===== src/pkg/nvc_regs.svh =====
// Register offsets, field positions, reset values and timing counts
`ifndef NVC_REGS_SVH
`define NVC_REGS_SVH
// ------------------------------------------------------------
// Register byte addresses
// ------------------------------------------------------------
`define NVC_OFS_PRESCALER 8'h00
`define NVC_OFS_OPTIONS 8'h04
`define NVC_OFS_CONFIG 8'h08
// ------------------------------------------------------------
// Field positions
// ------------------------------------------------------------
`define NVC_BIT_DIVISOR_LOADED_FLAG 7
`define NVC_BIT_PRESCALE_BY_EIGHT 6
`define NVC_DIV_MSB 5
`define NVC_BIT_LAYOUT 5
`define NVC_SEC_MSB 1
`define NVC_BIT_PAGESEL 6
`define NVC_BIT_KEYEN 5
// ------------------------------------------------------------
// Reset values and codes
// ------------------------------------------------------------
`define NVC_DIV_RST 6'h00
`define NVC_SEC_RST 2'h0
`define NVC_SEC_UNSECURED 2'h2
`define NVC_PRE8_LAST 3'h7
`define NVC_KEY_WIN_LO 16'hffb0
`define NVC_KEY_WIN_HI 16'hffb7
`define NVC_HTRANS_NONSEQ 2'h2
`define NVC_HTRANS_SEQ 2'h3
`endif


===== src/pkg/nvc_pkg.sv =====
// Types shared by the NVM clock, security and configuration block
package nvc_pkg;
  typedef logic [1:0] nvc_sec_t;
  typedef logic [15:0] nvc_pulse_cnt_t;
  typedef enum logic [1:0] {
    NVC_TMR_IDLE = 2'b01,
    NVC_TMR_RUN  = 2'b10
  } nvc_tmr_state_t;
endpackage


===== src/design/nvc_ctrl.sv =====
// NVM clock prescaler, security state and configuration with AHB-Lite slave
//
// Chosen here: the address map and the AHB-Lite interface to the registers.
`include "nvc_regs.svh"

// Contract
// Divisor-loaded flag clears on reset, sets on first prescaler write.
// Program and erase inhibited on both arrays while the flag is 0.
// Prescale-by-eight accepted once after reset; selects bus clock or /8.
// NVM clock is the (prescaled) bus clock divided by ratio plus one.
// Software picks settings giving a 150 to 200 kHz NVM clock.
// Program/erase timed as integer count of NVM clock pulses.
// Layout bit 0 splits sectors over two pages; 1 keeps one page.
// Only security code 2'b10 means unsecured; other codes are secure.
// While secure, memory access by unsecured sources is blocked.
// Successful key compare or blank check sets security code to 2'b10.
// Page select 0 maps EEPROM page 0 in front, 1 maps page 1.
// Key window writes start commands, or load key when enabled.
// Unused register bits read zero and ignore writes.
module nvc_ctrl (
  input wire logic I_CLK_SYS,
  input wire logic I_RST,
  input wire logic I_HSEL,
  input wire logic [31:0] I_HADDR,
  input wire logic [1:0] I_HTRANS,
  input wire logic I_HWRITE,
  input wire logic [2:0] I_HSIZE,
  input wire logic [31:0] I_HWDATA,
  input wire logic I_HREADY,
  output logic [31:0] O_HRDATA,
  output logic O_HREADYOUT,
  output logic O_HRESP,
  input wire nvc_pkg::nvc_sec_t I_NV_SEC,
  input wire logic I_KEY_MATCH,
  input wire logic I_BLANK_OK,
  input wire logic I_ACC_REQ,
  input wire logic I_ACC_SRC_SECURE,
  input wire logic I_WIN_WR,
  input wire logic [15:0] I_WIN_ADDR,
  input wire logic I_TMR_START,
  input wire nvc_pkg::nvc_pulse_cnt_t I_TMR_PULSES,
  output logic O_PE_ENABLE,
  output logic O_NVM_TICK,
  output logic O_TMR_BUSY,
  output logic O_TMR_DONE,
  output logic O_SECURE,
  output logic O_ACC_GRANT,
  output logic O_EE_PAGE_SEL,
  output logic O_EE_ONE_PAGE,
  output logic O_CMD_START,
  output logic O_KEY_WR,
  output logic [2:0] O_KEY_IDX
);
  import nvc_pkg::*;

  // ------------------------------------------------------------
  // AHB-Lite slave front end
  // ------------------------------------------------------------
  logic acc_ok, wr_pend_ff, rd_hit;
  logic [7:0] wr_addr_ff, rd_addr, rd_byte;
  assign acc_ok = I_HSEL && I_HREADY &&
                  (I_HTRANS == `NVC_HTRANS_NONSEQ ||
                   I_HTRANS == `NVC_HTRANS_SEQ);
  assign rd_addr = I_HADDR[7:0];
  assign rd_hit = (I_HADDR[31:8] == 24'h000000);

  always_ff @(posedge I_CLK_SYS)
  begin
    if (I_RST)
    begin
      wr_pend_ff <= 1'b0;
      wr_addr_ff <= 8'h00;
    end
    else
    begin
      wr_pend_ff <= acc_ok && I_HWRITE && rd_hit;
      wr_addr_ff <= rd_addr;
    end
  end
  // Zero wait states and always OKAY: no register here needs a stall
  always_ff @(posedge I_CLK_SYS)
  begin
    O_HREADYOUT <= 1'b1;
    O_HRESP <= 1'b0;
  end

  // ------------------------------------------------------------
  // Registers
  // ------------------------------------------------------------
  logic divisor_loaded_flag_ff, pre8_ff, layout_ff, pagesel_ff, keyen_ff, sec_loaded_ff;
  logic [`NVC_DIV_MSB:0] div_ff;
  nvc_sec_t sec_ff;
  logic wr_presc, wr_opt, wr_cfg, unsecured, unlock_evt;
  assign wr_presc = wr_pend_ff && wr_addr_ff == `NVC_OFS_PRESCALER;
  assign wr_opt = wr_pend_ff && wr_addr_ff == `NVC_OFS_OPTIONS;
  assign wr_cfg = wr_pend_ff && wr_addr_ff == `NVC_OFS_CONFIG;

  always_ff @(posedge I_CLK_SYS)
  begin
    if (I_RST)
    begin
      divisor_loaded_flag_ff <= 1'b0;
      pre8_ff <= 1'b0;
      div_ff <= `NVC_DIV_RST;
    end
    else if (wr_presc)
    begin
      divisor_loaded_flag_ff <= 1'b1;
      div_ff <= I_HWDATA[`NVC_DIV_MSB:0];
      if (!divisor_loaded_flag_ff)
        pre8_ff <= I_HWDATA[`NVC_BIT_PRESCALE_BY_EIGHT];
    end
  end

  always_ff @(posedge I_CLK_SYS)
  begin
    if (I_RST)
    begin
      layout_ff <= 1'b0;
      pagesel_ff <= 1'b0;
      keyen_ff <= 1'b0;
    end
    else
    begin
      if (wr_opt)
        layout_ff <= I_HWDATA[`NVC_BIT_LAYOUT];
      if (wr_cfg)
      begin
        pagesel_ff <= I_HWDATA[`NVC_BIT_PAGESEL];
        keyen_ff <= I_HWDATA[`NVC_BIT_KEYEN];
      end
    end
  end

  // Code loads from the array once after reset; an unlock wins the tie
  assign unlock_evt = I_KEY_MATCH || I_BLANK_OK;
  always_ff @(posedge I_CLK_SYS)
  begin
    if (I_RST)
    begin
      sec_ff <= `NVC_SEC_RST;
      sec_loaded_ff <= 1'b0;
    end
    else
    begin
      sec_loaded_ff <= 1'b1;
      if (unlock_evt)
        sec_ff <= `NVC_SEC_UNSECURED;
      else if (!sec_loaded_ff)
        sec_ff <= I_NV_SEC;
    end
  end
  assign unsecured = (sec_ff == `NVC_SEC_UNSECURED);
  // Read data registered in the address phase; unmapped reads give zero
  always_comb
  begin
    rd_byte = 8'h00;
    unique case (rd_addr)
      `NVC_OFS_PRESCALER: rd_byte = {divisor_loaded_flag_ff, pre8_ff, div_ff};
      `NVC_OFS_OPTIONS: rd_byte = {2'h0, layout_ff, 3'h0, sec_ff};
      `NVC_OFS_CONFIG: rd_byte = {1'b0, pagesel_ff, keyen_ff, 5'h00};
      default: rd_byte = 8'h00;
    endcase
  end

  always_ff @(posedge I_CLK_SYS)
  begin
    if (I_RST)
      O_HRDATA <= 32'h00000000;
    else if (acc_ok && !I_HWRITE)
      O_HRDATA <= rd_hit ? {24'h000000, rd_byte} : 32'h00000000;
  end

  // ------------------------------------------------------------
  // NVM clock divider
  // ------------------------------------------------------------
  logic [2:0] pre_cnt_ff;
  logic [`NVC_DIV_MSB:0] div_cnt_ff;
  logic pre_en;
  // Divider runs only after a divisor is loaded, so no stray ticks
  always_ff @(posedge I_CLK_SYS)
  begin
    if (I_RST || !divisor_loaded_flag_ff)
      pre_cnt_ff <= 3'h0;
    else
      pre_cnt_ff <= pre_cnt_ff + 3'h1;
  end
  assign pre_en = !pre8_ff || (pre_cnt_ff == `NVC_PRE8_LAST);
  always_ff @(posedge I_CLK_SYS)
  begin
    if (I_RST || !divisor_loaded_flag_ff)
    begin
      div_cnt_ff <= `NVC_DIV_RST;
      O_NVM_TICK <= 1'b0;
    end
    else
    begin
      O_NVM_TICK <= 1'b0;
      if (pre_en)
      begin
        if (div_cnt_ff >= div_ff)
        begin
          div_cnt_ff <= `NVC_DIV_RST;
          O_NVM_TICK <= 1'b1;
        end
        else
          div_cnt_ff <= div_cnt_ff + 6'h01;
      end
    end
  end

  // ------------------------------------------------------------
  // Program/erase pulse timer
  // ------------------------------------------------------------
  nvc_tmr_state_t tmr_state_ff;
  nvc_pulse_cnt_t tmr_left_ff;
  always_ff @(posedge I_CLK_SYS)
  begin
    if (I_RST)
    begin
      tmr_state_ff <= NVC_TMR_IDLE;
      tmr_left_ff <= 16'h0000;
      O_TMR_DONE <= 1'b0;
    end
    else
    begin
      O_TMR_DONE <= 1'b0;
      unique case (tmr_state_ff)
        NVC_TMR_IDLE:
          if (I_TMR_START && divisor_loaded_flag_ff && I_TMR_PULSES != 16'h0000)
          begin
            tmr_state_ff <= NVC_TMR_RUN;
            tmr_left_ff <= I_TMR_PULSES;
          end
        NVC_TMR_RUN:
          if (O_NVM_TICK)
          begin
            tmr_left_ff <= tmr_left_ff - 16'h0001;
            if (tmr_left_ff == 16'h0001)
            begin
              tmr_state_ff <= NVC_TMR_IDLE;
              O_TMR_DONE <= 1'b1;
            end
          end
      endcase
    end
  end

  // ------------------------------------------------------------
  // Status, access gating and key window
  // ------------------------------------------------------------
  logic in_win;
  assign in_win = I_WIN_ADDR >= `NVC_KEY_WIN_LO &&
                  I_WIN_ADDR <= `NVC_KEY_WIN_HI;
  always_ff @(posedge I_CLK_SYS)
  begin
    if (I_RST)
    begin
      O_PE_ENABLE <= 1'b0;
      O_TMR_BUSY <= 1'b0;
      O_SECURE <= 1'b1;
      O_ACC_GRANT <= 1'b0;
      O_EE_PAGE_SEL <= 1'b0;
      O_EE_ONE_PAGE <= 1'b0;
      O_CMD_START <= 1'b0;
      O_KEY_WR <= 1'b0;
      O_KEY_IDX <= 3'h0;
    end
    else
    begin
      O_PE_ENABLE <= divisor_loaded_flag_ff;
      O_TMR_BUSY <= (tmr_state_ff == NVC_TMR_RUN);
      O_SECURE <= !unsecured;
      O_ACC_GRANT <= I_ACC_REQ && (unsecured || I_ACC_SRC_SECURE);
      O_EE_PAGE_SEL <= pagesel_ff;
      O_EE_ONE_PAGE <= layout_ff;
      // Commands are dropped, not queued, until a divisor is loaded
      O_CMD_START <= I_WIN_WR && in_win && !keyen_ff && divisor_loaded_flag_ff;
      O_KEY_WR <= I_WIN_WR && in_win && keyen_ff;
      O_KEY_IDX <= I_WIN_ADDR[2:0];
    end
  end
endmodule


===== config.mk =====
export PLATFORM = sky130hd
export DESIGN_NAME = nvc_ctrl
export DESIGN_NICKNAME = d
export VERILOG_FILES = /design/src/pkg/nvc_pkg.sv /design/src/design/nvc_ctrl.sv
export VERILOG_INCLUDE_DIRS = /design/src /design/src/pkg
export SDC_FILE = /design/constraint.sdc
export NUM_CORES = 1
export LEC_CHECK = 0
export BUFFER_PORTS_ARGS = -buffer_cell sky130_fd_sc_hd__buf_2
export CORE_MARGIN = 2
export CORE_UTILIZATION = 40
export DETAILED_ROUTE_END_ITERATION = 8
export PLACE_DENSITY = 0.7
export SETUP_SLACK_MARGIN = 0.2
export SLEW_MARGIN = 20
export SYNTH_ARGS = -nofsm -noshare
export SYNTH_HDL_FRONTEND = slang
export SYNTH_SLANG_ARGS = --single-unit

===== constraint.sdc =====
create_clock -name I_CLK_SYS -period 3.8 [get_ports I_CLK_SYS]
set_input_delay 0.76 -clock I_CLK_SYS [delete_from_list [all_inputs] [get_ports I_CLK_SYS]]
set_output_delay 0.76 -clock I_CLK_SYS [all_outputs]
set_load 0.05 [all_outputs]

==> impl_summary.md, run 1 <==
Detailed routing
The routed layout has 3203 vias. The detail route stage leaves a number of antenna-violating nets equal to 0. The first TritonRoute pass finished after 5 iterations. The average detailed-routed wire length per instance is ~14 um. After detailed routing, the number of vias per cell comes to around 5.3. The final routed DRC violation total is 0. The first-iteration detailed-routing DRC count is between 100 and 150. The routed design has about 8400 um of wire.

Yosys
Synthesis produced around 390 cells. A synthesized cell averages between 8 and 9 um^2. The count of state elements after synthesis is 71. The mapped netlist covers approximately 3500 um^2. In the synthesized netlist the dominant register cell turns out to be sky130_fd_sc_hd__dfxtp_1.

Of all flip-flops after synthesis, the portion carrying an async set or reset was 0. The number of enable flip-flop cells after synthesis is 0. The number of different library cells used by synthesis comes to 54.

For this run, the number of Yosys warnings is 0. For this run, the register share of the synthesized area comes to 0.410.

Timing
The final-layout worst hold slack is 0.433 ns. The slew at the pin closest to its max-slew limit is approximately 1.1 ns. Based on the critical path, the design can be clocked at up to about 400 MHz. Headroom to the max-slew limit came out at 0.288. Setup violations remaining at the end of the flow were counted as 0.

The post-route worst setup slack is 1.27 ns. The portion of the clock cycle consumed by the worst path in the final layout is 0.666. The final sum of negative setup slack is 0 ns.

The clock arrives with roughly 0.010 ns of skew. Setup repair after global routing left no endpoint under its margin. After layout, the minimum clock period comes to approximately 2.5 ns. The number of pins with negative max-slew slack in the final report is 0. The number of hold-slack violations in the final timing report is 0.

GRT
The global-route usage over all layers is 0.179. The initial antenna violation count is 0. The pin count of the biggest net entering global routing is 48.

The number of global-route vias before repair is slightly above 3000. The first global-routing pass estimated approximately 14000 um of wire. The aggregate global routing overflow is 0.

Flow run
The tool flagged a number of max-cap violations equal to 0.

Layout
Of the cells placed in the final design, the portion with a size suffix greater than 1 is 0.266. The number of nets at the end of the flow is 620. Summing all non-filler instances in the final layout gives an area of roughly 4200 um^2. Summing all multi-input logic gate instances after layout gives 1810 um^2.

The number of inserted diodes is 0. The growth of design area from synthesis to finish is 20.5%. In the final layout, flip-flops and latches occupy about 1400 um^2. The fill cell total of the finished layout is slightly below 800.

Floorplan
The core region is approximately 8300 um^2. The floorplan row count is 33. The effective utilization at floorplan is 0.418.

approximately 160 I/O pins were placed. The die outline area is 9430 um^2. Measured along the y axis, the die boundary spans between 90 and 100 um. The width of the die is 97.1 um.

Clock network
The CTS tree is yes. The largest buffer count on any clock path is 2. Once the clock tree was built, the resizer swapped 0 gates to a different size. At the later pin of the worst-skew pair, clock insertion delay measures around 0.34 ns.

The buffer cell driving the clock tree root is sky130_fd_sc_hd__clkbuf_8. The maximum level of the CTS H-tree is 3. In this run the post-CTS setup repair buffer count came out at 0. The cts-stage hold buffer count is 0. The clock-pin transition on the worst setup and hold timing paths is 0.07 ns. The clock net in this run drives a total of a little over 70 sinks. Buffers inserted during clock tree synthesis total 9.

Worst setup path
The required time at the endpoint of the critical path is around 4 ns. The startpoint identified for the worst register-to-register timing path is tmr_left_ff[0]. For the worst flop-to-flop path, the logic depth is 7. The data arrival time of the worst path is ~2.7 ns. For this run, the slowest stage of the critical path takes slightly below 0.6 ns.

The slowest stage cell on the critical path is sky130_fd_sc_hd__o221ai_1. The worst setup path is captured at a register. Walking the worst path, the cells encountered are buf_2, nor4_1, a41oi_1, o221ai_1, buf_4, o32ai_1.

In this run the critical register-to-register path is captured at tmr_left_ff[10]. The slack of the worst reg-to-reg path is ~1.5 ns. The largest fanout on the critical path is 6. The critical path is of the input pin to register type. The kind of launch point of the worst setup path is an input pin.

Pwr
Dividing total power by cell area gives a power density of between 300 and 400 nW/um^2. The peak supply drop is between 0.00015 and 0.0002 V. The analysis attributes to cell leakage a power of roughly 0.0018 uW.

Min path
The worst min-delay path class is register to register. The hold path startpoint is pre_cnt_ff[0]. The number of instances on the worst hold path is 1. For hold timing, the worst endpoint is pre_cnt_ff[0].

Place
Once detailed placement completed, the half-perimeter wirelength came to about 6400 um. Routability-driven placement finished with a final weighted congestion of just over 0.9. The worst setup slack before clock tree synthesis is 0.900 ns. Input and output buffers added on the ports amount to roughly 110. The placed cell area is 3990 um^2.

Outcome
The flow ran to the end, and the final reports show no timing, DRC or antenna violations.
-- metal layers --
| layer | up-vias | global-route usage | share of wire |
|---|---|---|---|
| met3 | 12 | 0.0511 | 0.071 |
| li1 | 1576 | - | - |
| met5 | - | 0 | 0 |
| met1 | 1488 | 0.212 | 0.42 |
| met4 | 0 | 0.0618 | 0.015 |
| met2 | 127 | 0.311 | 0.49 |
-- sequential cells by signal (all words and copies together), names as in the netlist, 2 cells and up --
register      cells
tmr_left_ff      16
O_HRDATA          8
wr_addr_ff        8
div_cnt_ff        6
div_ff            6
O_KEY_IDX         3
pre_cnt_ff        3
sec_ff            2
tmr_state_ff      2
-- report_power, final --
| part | total (uW) | leakage, uW | internal, uW | switching [uW] |
|---|---|---|---|---|
| clock | 587 | 0.0000936 | 321 | 266 |
| sequential | 795 | 0.000579 | 773 | 21.7 |
| combinational | 280 | 0.00113 | 88.0 | 192 |
-- per-stage QoR --
stage | power, uW | util | cells
final | 1660 | 0.504 | 605
after global routing | 1740 | 0.504 | 605
after CTS | 1680 | 0.504 | 605
after detailed placement | 1090 | 0.481 | 589
after global placement | 1080 | 0.481 | 589
after floorplan | 1020 | - | 417
-- logic make-up after synthesis --
group | share of synthesized area
adders and majority gates | 0.0397
buffers and inverters | 0.0934
xor gates and xnor gates | 0.0101
and+or+nand+nor | 0.249
DFF | 0.410
muxes | 0.0494
AOI/OAI and AO/OA | 0.146
other | 0.00217
-- cells in the mapped netlist (all sizes together), types with 3 or more instances --
cell type	count	share of area
buf	29	0.060
nor3b	4	0.0087
xor2	3	0.0076
a211oi	5	0.011
nor4	16	0.037
a31oi	3	0.0054
o211ai	4	0.0087
nor2	29	0.031
or4b	3	0.0097
and3	5	0.0090
nand2	23	0.025
a21oi	25	0.036
ha	11	0.040
inv	18	0.019
nor2b	16	0.029
dfxtp	71	0.41
nand3	10	0.014
clkbuf	13	0.014
mux2i	16	0.046
o22ai	3	0.0054
nand4	9	0.018
nand4b	5	0.013
o32ai	5	0.013
or3	4	0.0072
o21ai	22	0.032
nor3	7	0.015
nand2b	5	0.0090
a21o	4	0.0087
-- final cells by class --
| cell class | instances | area share |
|---|---|---|
| Timing Repair Buffer | 109 | 0.133 |
| Multi-Input combinational cell | 286 | 0.434 |
| Inverter | 18 | 0.0162 |
| Sequential cell | 71 | 0.340 |
| Tap cell | 105 | 0.0314 |
| Clock buffer | 13 | 0.0356 |
| Clock inverter | 3 | 0.0102 |
-- placed cells by master (no fill, tap or decap), types with 13 or more instances in the layout --
cell type / synthesis / final
sky130_fd_sc_hd__nand2_1: 23 / 23
sky130_fd_sc_hd__a21oi_1: 25 / 25
sky130_fd_sc_hd__dfxtp_1: 71 / 71
sky130_fd_sc_hd__conb_1: 2 / 26
sky130_fd_sc_hd__mux2i_1: 16 / 16
sky130_fd_sc_hd__inv_1: 18 / 18
sky130_fd_sc_hd__o21ai_0: 22 / 22
sky130_fd_sc_hd__nor2_1: 29 / 29
sky130_fd_sc_hd__buf_2: 1 / 105
sky130_fd_sc_hd__nor4_1: 13 / 13
sky130_fd_sc_hd__nor2b_1: 16 / 16
-- how the worst max path moves through the flow --
stage	slack [ns]	cells after the start	endpoint	start
after floorplan	1.57	5	O_HRDATA[6]	I_HADDR[5]
after global placement	0.95	6	tmr_left_ff[12]	I_TMR_PULSES[3]
after detailed placement	0.90	6	tmr_left_ff[15]	I_TMR_PULSES[3]
after CTS	1.26	6	tmr_left_ff[15]	I_TMR_PULSES[3]
after global routing	1.11	6	tmr_left_ff[15]	I_TMR_PULSES[3]
final	1.27	6	tmr_left_ff[15]	I_TMR_PULSES[3]
-- critical path, delay by kind of cell --
family,cells,cell delay [ns]
AND/OR/NAND/NOR,1,0.51
AO/OA/AOI/OAI,3,1.08
buffers and inverters,2,0.38
No activity file was read; power rests on OpenSTA's default activity.
==> run 2: changes to the inputs <==
Settings changed: PLACE_DENSITY 0.7 to 0.73.
Clock period 3.8 ns to 2.2 ns, I/O delays scaled along.
==> run 2 against run 1 <==
Compared with the run above: count of clock-buffer cells in the layout is 2 lower; setup slack worse by 0.92 ns; sequential power rose by 72%.
==> impl_summary.md, run 2 (synthesized netlist as in run 1, its figures left out) <==
Floorplan
The width of the die is 97.1 um (unchanged). The effective utilization at floorplan is 0.418 (unchanged). The area of the core is 8300 um^2 (unchanged). The number of I/O pins is 161 (unchanged). The die height was 97.1 um (unchanged). The floorplan row count is 33 (unchanged). The die outline area came to 9430 um^2 (unchanged).

Timing
Setup repair after global routing left no endpoint under its margin. The relative slew slack is 0.590 (+0.302). The slew at the pin closest to its max-slew limit is 0.606 ns (-0.462 ns). The final count of negative-setup-slack endpoints is 0 (unchanged). The post-route clock skew is 0.00561 ns (-0.00460 ns). Dividing the final minimum period by the clock period gives 0.840. The number of hold-slack violations in the final timing report is 0 (unchanged).

The time the worst path needs with I/O delays and setup is ~1.8 ns. The number of pins with negative max-slew slack in the final report is 0 (unchanged). For this run, the top clock speed supported by timing is about 540 MHz. The final sum of negative setup slack is 0 ns (unchanged).

Place
The global placer's final weighted congestion is 0.920 (+0.46%). The final HPWL from detailed placement is 6970 um (+9.2%). The placed cell area is 4100 um^2 (+2.8%). The cell count after placement is 604 (+2.5%). The number of buffers inserted by port buffering is 105 (unchanged).

Outcome
The run finished with clean final reports.

GRT
The aggregate global routing overflow came to 0 (unchanged). The first-pass GRT wire length is 15200 um (+8.4%). The global-route usage over all layers is 0.197 (+0.0177). The pin count of the biggest net entering global routing was 29 (-40%).

The initial antenna violation count came to 0 (unchanged). The number of global-route vias before repair was 3287 (+7.7%).

Flow run
The reported max-cap violation count is 0 (unchanged).

Clock network
The CTS tree is yes. The clock sink count came to 71 (unchanged). The cts-stage hold buffer count is 0 (unchanged). The clock latency on the worst-skew pair is 0.34 ns (about the same). The total CTS buffers is 9 (unchanged).

The maximum level of the CTS H-tree is 3 (unchanged). The root buffer cell chosen for the clock tree is sky130_fd_sc_hd__clkbuf_8. The clock-pin transition on the worst setup and hold timing paths is 0.07 ns (about the same). The largest buffer count on any clock path is 2 (unchanged).

Detailed routing
The first-iteration detailed-routing DRC count is 100 (-17%). The overall routed net length is 9020 um (+7.3%). The detailed-router iteration count before antenna repair is 4 (-1). The count of antenna-violating nets left after detailed routing is 0 (unchanged). The routed via count came to 3227 (+0.75%).

The detail-routed via count per cell is 5.21 (-1.5%). The final routed DRC violation total is 0 (unchanged). The average detailed-routed wire length per instance is 14.6 um (+4.8%).

Pwr
The leakage power figure is 0.00189 uW (+4.6%). The peak supply drop is 0.000327 V (+70%). The total power per unit cell area was 683 nW/um^2 (+72%).

Worst setup path
The endpoint class of the critical path is a register. The worst setup path is of the register to register kind. The worst setup path is launched from a register. The most critical setup path has its startpoint at divisor_loaded_flag_ff. The data arrival time of the worst path is 2.13 ns (-0.61 ns).

The startpoint of the worst register-to-register path is divisor_loaded_flag_ff. The required time at the endpoint of the critical path came to 2.48 ns (-1.53 ns). The largest fanout on the critical path came to 6 (unchanged).

Layout
The fill cell total of the finished layout came to 796 (unchanged). The ratio of cells with drive above 1 in the final layout was 0.296 (+0.0297). The final standard cell utilization of the core is 0.519 (+0.0157). The number of inserted diodes is 0 (unchanged). The register with the highest flop count is tmr_left_ff. The area of combinational cells with multiple inputs is 1830 um^2 (+0.69%).

The largest registers in the layout are tmr_left_ff x16, O_HRDATA x8, wr_addr_ff x8. The filler-free cell count of the finished design came to 619 (+2.3%). Relative to the synthesized area, the layout overhead comes to 24.3%. The flip-flop count of the largest register after layout was 16 (unchanged). The final instance area is 4310 um^2 (+3.1%).

The number of nets at the end of the flow came to 635 (+2.4%). Leaving out fill and tap cells, the most frequent cell in the layout is sky130_fd_sc_hd__buf_2. In the layout the commonest cells are 105 x sky130_fd_sc_hd__buf_2, 71 x sky130_fd_sc_hd__dfxtp_1, 29 x sky130_fd_sc_hd__nor2_1. The total area of sequential cells is 1420 um^2 (unchanged).

Min path
The hold path startpoint is I_KEY_MATCH. The worst min-delay path class is input pin to register.
[run 2: per-stage QoR]
step	power, uW	hold WS, ns	worst slack [ns]
2_1_floorplan	1760	0.394	0.286
3_3_place_gp	1910	0.406	0.110
3_5_place_dp	1920	0.416	0.0972
4_1_cts	2960	0.246	0.337
5_1_grt	3080	0.258	0.220
6_report	2940	0.262	0.351
[run 2: path summary, 6_finish.rpt]
path                            cells after the start  slack (ns)        endpoint
worst max register to register                      6        0.35  tmr_left_ff[5]
worst min register to register                      1        0.42   pre_cnt_ff[0]
worst min-delay path                                2        0.26       sec_ff[0]
worst max-delay path                                6        0.35  tmr_left_ff[5]
[run 2: critical path: stages, from the launching register on]
cell	delay [ns]
sky130_fd_sc_hd__dfxtp_1	0.42
sky130_fd_sc_hd__nand2_1	0.09
sky130_fd_sc_hd__a41oi_1	0.49
sky130_fd_sc_hd__o22ai_1	0.18
sky130_fd_sc_hd__buf_4	0.19
sky130_fd_sc_hd__or2_2	0.28
sky130_fd_sc_hd__a21oi_1	0.14
[run 2: report_power, final]
| group | leakage (uW) | switching [uW] | total, uW | internal, uW |
|---|---|---|---|---|
| logic | 0.00121 | 338 | 523 | 184 |
| clock network | 0.000105 | 473 | 1050 | 574 |
| registers | 0.000579 | 39.4 | 1370 | 1330 |
[run 2: layout make-up]
| class | instances | area share |
|---|---|---|
| Multi-Input combinational cell | 286 | 0.424 |
| Sequential cell | 71 | 0.330 |
| Timing Repair Buffer | 124 | 0.155 |
| Clock buffer | 11 | 0.0351 |
| Tap cell | 105 | 0.0305 |
| Inverter | 18 | 0.0157 |
| Clock inverter | 4 | 0.0104 |
[run 2: routing by layer]
| metal | global-route usage | wire length (um) | vias to the layer above |
|---|---|---|---|
| met2 | 0.350 | 4690 | 105 |
| met1 | 0.232 | 3750 | 1515 |
| li1 | - | - | 1605 |
| met3 | 0.0561 | 563 | 2 |
| met5 | 0 | 0 | - |
| met4 | 0.0531 | 20 | 0 |
[run 2: what timing repair did]
item,CTS,global route
hold endpoints to repair,0,0
endpoints found under the setup margin,0,2
buffers inserted,0,0
resized for setup,0,2
